$ cat config.mk
export PLATFORM = sky130hd
export DESIGN_NAME = wsp_slave_port
export DESIGN_NICKNAME = d
export VERILOG_FILES = /design/src/logic/wsp_pkg.sv /design/src/logic/wsp_slave_port.sv /design/src/logic/wsp_sync.sv
export SDC_FILE = /design/constraint.sdc
export NUM_CORES = 1
export LEC_CHECK = 0
export BUFFER_PORTS_ARGS = -buffer_cell sky130_fd_sc_hd__buf_2
export CAP_MARGIN = 10
export CORE_AREA = 2 2 157 159
export CTS_BUF_LIST = sky130_fd_sc_hd__clkbuf_4 sky130_fd_sc_hd__clkbuf_8
export DETAILED_ROUTE_END_ITERATION = 8
export DIE_AREA = 0 0 159 161
export GPL_ROUTABILITY_DRIVEN = 1
export SKIP_CTS_REPAIR_TIMING = 1
export SYNTH_ARGS = -nofsm -noshare
export SYNTH_HDL_FRONTEND = slang
export SYNTH_HIERARCHICAL = 1
export SYNTH_SLANG_ARGS = --single-unit
export TNS_END_PERCENT = 10
$ cat constraint.sdc
create_clock -name mclk -period 5.4 [get_ports mclk]
set_clock_uncertainty 0.1 [all_clocks]
set_input_delay 0.27 -clock mclk [delete_from_list [all_inputs] [get_ports mclk]]
set_output_delay 0.27 -clock mclk [all_outputs]
set_load 0.02 [all_outputs]
$ cat src/logic/wsp_pkg.sv
`default_nettype none
package wsp_pkg;
  // command codes carried in the top two bits of the first byte
  localparam logic [1:0] WSP_CMD_READ = 2'h0; // read one internal register
  localparam logic [1:0] WSP_CMD_WRITE = 2'h1; // write one internal register
  localparam logic [1:0] WSP_CMD_DMA = 2'h2; // start a dma transfer
  localparam int WSP_CMD_MSB = 7; // command field position
  localparam int WSP_CMD_LSB = 6;
  // internal register file
  localparam int WSP_REG_DEPTH = 16; // registers reachable from the host
  localparam int WSP_REG_AW = 4; // address bits actually decoded
  localparam logic [7:0] WSP_IDLE_BYTE = 8'h00; // sent when nothing to answer
  localparam logic [7:0] WSP_REG_RST = 8'h00; // register reset value
  // strap capture: wait for the synchroniser to fill before sampling
  localparam logic [1:0] WSP_STRAP_WAIT = 2'h3;
  localparam logic [2:0] WSP_LAST_BIT = 3'h7; // index of the eighth bit
  // pins from the host, gathered for the synchroniser
  typedef struct packed {
    logic sck; // serial clock
    logic slave_select_n; // slave select, active low
    logic mosi; // host to slave data
    logic strap; // configuration strap
  } wsp_pins_t;
  localparam wsp_pins_t WSP_PINS_RST = '{sck: 1'b0, slave_select_n: 1'b1, mosi: 1'b0, strap: 1'b0};
  // protocol phase inside one select window
  typedef enum logic [1:0] {PH_CMD, PH_ADDR, PH_DATA, PH_HOLD} wsp_phase_t;
endpackage
`default_nettype wire

$ cat src/logic/wsp_slave_port.sv
`timescale 1ns/1ps
`default_nettype none
module wsp_slave_port import wsp_pkg::*; (
  input wire logic mclk, // block clock, 10 mhz
  input wire logic rst, // async reset, active high
  input wire logic sck_pin, // serial clock from host
  input wire logic slave_select_n, // select from host, active low
  input wire logic mosi_pin, // serial data in
  input wire logic cfg_strap, // configuration strap pin
  input wire logic cpol, // clock polarity, static config
  input wire logic cpha, // clock phase, static config
  output logic miso_out, // serial data out
  output logic miso_oe_n, // miso enable, low while driving
  output logic port_ready, // strap captured high, port usable
  output logic wr_strobe, // one-cycle pulse per register write
  output logic [7:0] wr_addr, // address of that write
  output logic [7:0] wr_data, // data of that write
  output logic dma_start, // one-cycle pulse to start dma
  output logic [7:0] dma_arg // argument byte of the dma command
);
  wsp_pins_t pins_raw; // pins before the synchroniser
  wsp_pins_t pins_s; // pins after the synchroniser

  // every host pin is synchronised; the host clock is just sampled data
  assign pins_raw = '{sck: sck_pin, slave_select_n: slave_select_n, mosi: mosi_pin, strap: cfg_strap};
  wsp_sync u_sync (
    .mclk(mclk),
    .rst(rst),
    .pins_raw(pins_raw),
    .pins_sync(pins_s)
  );

  // state and its next values
  logic [1:0] cap_cnt_reg, cap_cnt_next; // strap wait counter
  logic port_en_reg, port_en_next; // strap captured high
  logic sck_prev_reg, sck_prev_next; // last synced clock level
  logic [2:0] bitcnt_reg, bitcnt_next; // bits sampled in this byte
  logic [7:0] rx_reg, rx_next; // receive shift register
  logic [7:0] tx_reg, tx_next; // transmit shift register, msb on miso
  logic [7:0] resp_reg, resp_next; // byte to send after this one
  logic [1:0] cmd_reg, cmd_next; // command of the current frame
  logic [7:0] addr_reg, addr_next; // address of the current frame
  wsp_phase_t phase_reg, phase_next; // position in the frame
  logic oe_n_reg, oe_n_next; // miso enable, low while driving
  logic wr_strobe_reg, wr_strobe_next;
  logic [7:0] wr_addr_reg, wr_addr_next;
  logic [7:0] wr_data_reg, wr_data_next;
  logic dma_reg, dma_next;
  logic [7:0] dma_arg_reg, dma_arg_next;
  logic [7:0] mem [WSP_REG_DEPTH]; // host-visible register file
  logic mem_we; // register file write enable
  logic [WSP_REG_AW-1:0] mem_wa; // register file write address
  logic [7:0] mem_wd; // register file write data

  // decoded events, shared by the next-state logic and the checks
  logic active; // selected and enabled
  logic sck_rise; // synced clock rose
  logic sck_fall; // synced clock fell
  logic lead_ev; // leading edge for the current polarity
  logic trail_ev; // trailing edge for the current polarity
  logic samp_ev; // sample mosi now
  logic shft_ev; // move to the next miso bit now
  logic [7:0] rx_byte; // byte including the bit sampled now

  // edge decode; a slow mclk versus sck is a limitation: sck must
  // stay under about a fifth of mclk or edges are missed
  always_comb begin
    active = port_en_reg && !pins_s.slave_select_n;
    sck_rise = pins_s.sck && !sck_prev_reg;
    sck_fall = !pins_s.sck && sck_prev_reg;
    lead_ev = cpol ? sck_fall : sck_rise;
    trail_ev = cpol ? sck_rise : sck_fall;
    samp_ev = active && (cpha ? trail_ev : lead_ev);
    shft_ev = active && (cpha ? lead_ev : trail_ev);
    rx_byte = {rx_reg[6:0], pins_s.mosi};
  end

  // next-state logic for the whole port
  always_comb begin
    cap_cnt_next = cap_cnt_reg;
    port_en_next = port_en_reg;
    sck_prev_next = pins_s.sck;
    bitcnt_next = bitcnt_reg;
    rx_next = rx_reg;
    tx_next = tx_reg;
    resp_next = resp_reg;
    cmd_next = cmd_reg;
    addr_next = addr_reg;
    phase_next = phase_reg;
    wr_strobe_next = 1'b0;
    wr_addr_next = wr_addr_reg;
    wr_data_next = wr_data_reg;
    dma_next = 1'b0;
    dma_arg_next = dma_arg_reg;
    mem_we = 1'b0;
    mem_wa = addr_reg[WSP_REG_AW-1:0];
    mem_wd = rx_byte;
    // catch the strap once the synchroniser holds its settled value
    if (cap_cnt_reg != WSP_STRAP_WAIT) begin
      cap_cnt_next = cap_cnt_reg + 2'h1;
      if (cap_cnt_reg == WSP_STRAP_WAIT - 2'h1) begin
        port_en_next = pins_s.strap;
      end
    end
    oe_n_next = !active;
    if (!active) begin
      // deselected: frame state parked, bus activity ignored
      bitcnt_next = 3'h0;
      phase_next = PH_CMD;
      tx_next = WSP_IDLE_BYTE;
      resp_next = WSP_IDLE_BYTE;
    end else begin
      // shift and sample happen on opposite edges, never together
      if (shft_ev) begin
        // at a byte boundary load the prepared answer instead of shifting
        tx_next = (bitcnt_reg == 3'h0) ? resp_reg : {tx_reg[6:0], 1'b0};
      end
      if (samp_ev) begin
        rx_next = rx_byte;
        bitcnt_next = bitcnt_reg + 3'h1;
        if (bitcnt_reg == WSP_LAST_BIT) begin
          resp_next = WSP_IDLE_BYTE;
          case (phase_reg)
            PH_CMD: begin
              cmd_next = rx_byte[WSP_CMD_MSB:WSP_CMD_LSB];
              phase_next = PH_ADDR;
            end
            PH_ADDR: begin
              addr_next = rx_byte;
              if (cmd_reg == WSP_CMD_DMA) begin
                dma_next = 1'b1;
                dma_arg_next = rx_byte;
                phase_next = PH_HOLD;
              end else begin
                phase_next = PH_DATA;
                if (cmd_reg == WSP_CMD_READ) begin
                  resp_next = mem[rx_byte[WSP_REG_AW-1:0]];
                end
              end
            end
            PH_DATA: begin
              // reserved command code 3 is a silent no-op
              if (cmd_reg == WSP_CMD_WRITE) begin
                mem_we = 1'b1;
                wr_strobe_next = 1'b1;
                wr_addr_next = addr_reg;
                wr_data_next = rx_byte;
              end
              phase_next = PH_HOLD;
            end
            default: begin
              phase_next = PH_HOLD; // extra bytes are clocked and dropped
            end
          endcase
        end
      end
    end
  end

  // registers of the port
  always_ff @(posedge mclk or posedge rst) begin
    if (rst) begin
      cap_cnt_reg <= 2'h0;
      port_en_reg <= 1'b0;
      sck_prev_reg <= 1'b0;
      bitcnt_reg <= 3'h0;
      rx_reg <= 8'h00;
      tx_reg <= WSP_IDLE_BYTE;
      resp_reg <= WSP_IDLE_BYTE;
      cmd_reg <= WSP_CMD_READ;
      addr_reg <= 8'h00;
      phase_reg <= PH_CMD;
      oe_n_reg <= 1'b1;
      wr_strobe_reg <= 1'b0;
      wr_addr_reg <= 8'h00;
      wr_data_reg <= 8'h00;
      dma_reg <= 1'b0;
      dma_arg_reg <= 8'h00;
    end else begin
      cap_cnt_reg <= cap_cnt_next;
      port_en_reg <= port_en_next;
      sck_prev_reg <= sck_prev_next;
      bitcnt_reg <= bitcnt_next;
      rx_reg <= rx_next;
      tx_reg <= tx_next;
      resp_reg <= resp_next;
      cmd_reg <= cmd_next;
      addr_reg <= addr_next;
      phase_reg <= phase_next;
      oe_n_reg <= oe_n_next;
      wr_strobe_reg <= wr_strobe_next;
      wr_addr_reg <= wr_addr_next;
      wr_data_reg <= wr_data_next;
      dma_reg <= dma_next;
      dma_arg_reg <= dma_arg_next;
    end
  end

  // register file; only the low address bits decode, so it mirrors
  always_ff @(posedge mclk or posedge rst) begin
    if (rst) begin
      for (int i = 0; i < WSP_REG_DEPTH; i++) begin
        mem[i] <= WSP_REG_RST;
      end
    end else if (mem_we) begin
      mem[mem_wa] <= mem_wd;
    end
  end

  // outputs straight from flops
  assign miso_out = tx_reg[7];
  assign miso_oe_n = oe_n_reg;
  assign port_ready = port_en_reg;
  assign wr_strobe = wr_strobe_reg;
  assign wr_addr = wr_addr_reg;
  assign wr_data = wr_data_reg;
  assign dma_start = dma_reg;
  assign dma_arg = dma_arg_reg;
endmodule
`default_nettype wire

$ cat src/logic/wsp_sync.sv
`timescale 1ns/1ps
`default_nettype none
// two-stage synchroniser for every pin that arrives from the host
module wsp_sync import wsp_pkg::*; (
  input wire logic mclk, // block clock
  input wire logic rst, // async reset, active high
  input wire wsp_pins_t pins_raw, // pins straight from the pads
  output var wsp_pins_t pins_sync // pins after two flops
);
  wsp_pins_t meta_reg; // first stage, read only by the second
  wsp_pins_t sync_reg; // second stage
  // reset to deselected so no frame is seen while reset holds
  always_ff @(posedge mclk or posedge rst) begin
    if (rst) begin
      meta_reg <= WSP_PINS_RST;
      sync_reg <= WSP_PINS_RST;
    end else begin
      meta_reg <= pins_raw;
      sync_reg <= meta_reg;
    end
  end
  assign pins_sync = sync_reg;
endmodule
`default_nettype wire

==> flow_summary.ini <==
[status]
status = completed

[place]
hpwl_um = 12500
gp_congestion = 0.760
io_buffers = 36
dp_cells = 926

[drt]
initialDrtViolationCount = 273
dr.pass1.iters = 4
vias = 5198
drc = 0
wl_per_cell_um = 20.2
postRouteAntennaNets = 0
wl_um = 20000
via_per_inst = 5.23

[synthesis]
synth_cell_type_count = 46
synth_seq_area_share = 0.546
postSynthAreaPerCell_um2 = 15.7
yosys-top-cells-area = dfrtp_1, mux2_2, mux4_2
ys.flop_type = dfrtp_1
synth_edf_count = 0
yosysTopAreaCell = dfrtp_1
synth_fa_ha_area_frac = 0.00666
synth_area_um2 = 9390
synth_top_family_by_area = multiplexers
async_flop_share = 1.00
syn-num-nets = 612
syn_inst = 599
ys_ff_latch = 205
synth_compound_area_frac = 0.0158
synth-simple-area-share = 0.0840
synth_mux_area_frac = 0.317
yosysWarnings = 6
synth_xor_xnor_area_share = 0.00360
synthDominantCellAreaShare = 0.538

[final_layout]
drive_above_1_share = 0.499
final_common_cell = dfrtp_1
diodes = 0
final_cell_mix = dfrtp_1, mux2_2, clkbuf_8
top_register = mem
area_growth_syn_to_layout_pct = 13.6
largest_reg_flops = 128
final_nets = 659
finalNonFillerCells = 993

[clocking]
cts_sinks = 205
htree_levels = 2
insertion_delay_ps = 530
cts_tree = yes
cts.clk_slew.worst_paths_ps = 60
ctsLongestPathBuffers = 3
numCtsBuffers = 37
cts_root_buf = clkbuf_8

[worst_setup_path]
critPathCaptureType = flip-flop
regToRegSetupSlack_ps = 2430
worstSetupPathType = flip-flop to flip-flop
worstSetupStartpointType = flip-flop
worst-path-max-fanout = 24
reg2reg_to = tx_reg[1]$_DFFE_PP0P_
rr_worst_depth = 5
required_ps = 5750
cp.arrival_ps = 3320
worstReg2RegStart = port_ready$_DFFE_PP0P_

[timing]
setup_tns_ps = 0
relSlewSlack = 0.197
slew_violations = 0
hold_violations = 0
period_share = 0.550
rsz0062_at_grt = false
setup_viol_count_final = 0
max_freq_mhz = 337
timing.final.crit_period_ps = 2970
worstMarginPinSlew_ps = 1200

[run]
cap_violations = 0

[die]
start_util = 0.392
num_rows = 57
die_h_um = 161
ios = 37
coreArea_um2 = 24000
die_w_um = 159
dieArea_um2 = 25600

[power_and_ir_drop]
leakage_nw = 5.35
p_per_area_nw_per_um2 = 313
vdd_ir_drop_max_uv = 229

[global_routing]
grt_usage = 0.161
antenna_found_initial = 0
overflow = 0
grt_max_degree = 198
grt_pass1_vias = 5683
grt_pass1_wl_um = 32300

[min_path]
hold_path_class = primary input to async pin
[layer usage]
layer,part of all wire,routed length [um],track usage
met5,0,0,0
met4,0.028,567,0.0603
met2,0.48,9530,0.260
met3,0.036,721,0.0311
met1,0.46,9210,0.216
[stage by stage]
step	hold slack, ps	utilization	cell area (um^2)	total power, mW	setup WS, ps
detailed placement	157	0.413	9890	1.93	2460
global placement	146	0.412	9870	1.92	2200
global route	179	0.445	10700	3.49	2290
CTS	-431	0.443	10600	3.40	2430
finish	189	0.445	10700	3.34	2430
floorplan	-15.8	-	9400	1.84	2480
[synthesized netlist by cell type (2+ instances only)]
cell type / n
buf_2: 8
ha_1: 5
o211ai_1: 8
nand3b_1: 3
a21oi_1: 2
and2b_1: 2
nand4_1: 8
nand3_2: 2
xnor2_1: 2
a22o_1: 7
mux4_2: 32
nand2_2: 2
nand2_1: 4
dfstp_2: 3
and3_1: 2
nor3b_4: 2
buf_6: 3
nand3_1: 8
dfrtp_1: 202
nor2b_1: 5
clkbuf_1: 27
nand2b_1: 4
mux2i_1: 4
nand4_4: 15
nor3_4: 2
mux2_1: 33
inv_1: 17
mux2_2: 151
mux2_4: 8
nor2_1: 12
[cell families after synthesis]
family / Yosys count
AOI/OAI and AO/OA: 19
xor gates and xnor gates: 3
adders and majority gates: 5
buffers and inverters: 57
DFF: 205
muxes: 229
and+or+nand+nor: 81
[final cells by class]
cell class,instances,area (um^2)
Inverter,17,67.6
Sequential cell,205,5140
Clock buffer,56,696
Fill cell,2154,13300
Tap cell,324,405
Timing Repair Buffer,48,299
Multi-Input combinational cell,337,4030
Clock inverter,6,41.3
[how the worst max path moves through the flow]
stage	cells past startpoint	start	slack (ps)	to
final	5	port_ready$_DFFE_PP0P_	2430	tx_reg[1]$_DFFE_PP0P_
after global routing	5	port_ready$_DFFE_PP0P_	2290	tx_reg[2]$_DFFE_PP0P_
after CTS	5	port_ready$_DFFE_PP0P_	2430	tx_reg[2]$_DFFE_PP0P_
after detailed placement	5	port_ready$_DFFE_PP0P_	2460	tx_reg[2]$_DFFE_PP0P_
after global placement	6	bitcnt_reg[0]$_DFFE_PP0P_	2200	dma_arg[0]$_DFFE_PP0P_
after floorplan	1	rst	2480	addr_reg[0]$_DFFE_PP0P_
[critical path, stage by stage (launching register included)]
cell and delay, ps:
dfrtp_1 390, nor2b_4 980, inv_1 350, a21oi_1 690, a22o_1 240, mux2_2 140
[where the power goes]
| part | switching [mW] | internal [mW] | total [mW] | leakage (nW) |
|---|---|---|---|---|
| registers | 0.0906 | 1.56 | 1.65 | 2.82 |
| logic | 0.167 | 0.0859 | 0.253 | 2.14 |
| clock network | 0.621 | 0.821 | 1.44 | 0.390 |
Power figures use the tool's default switching activity.
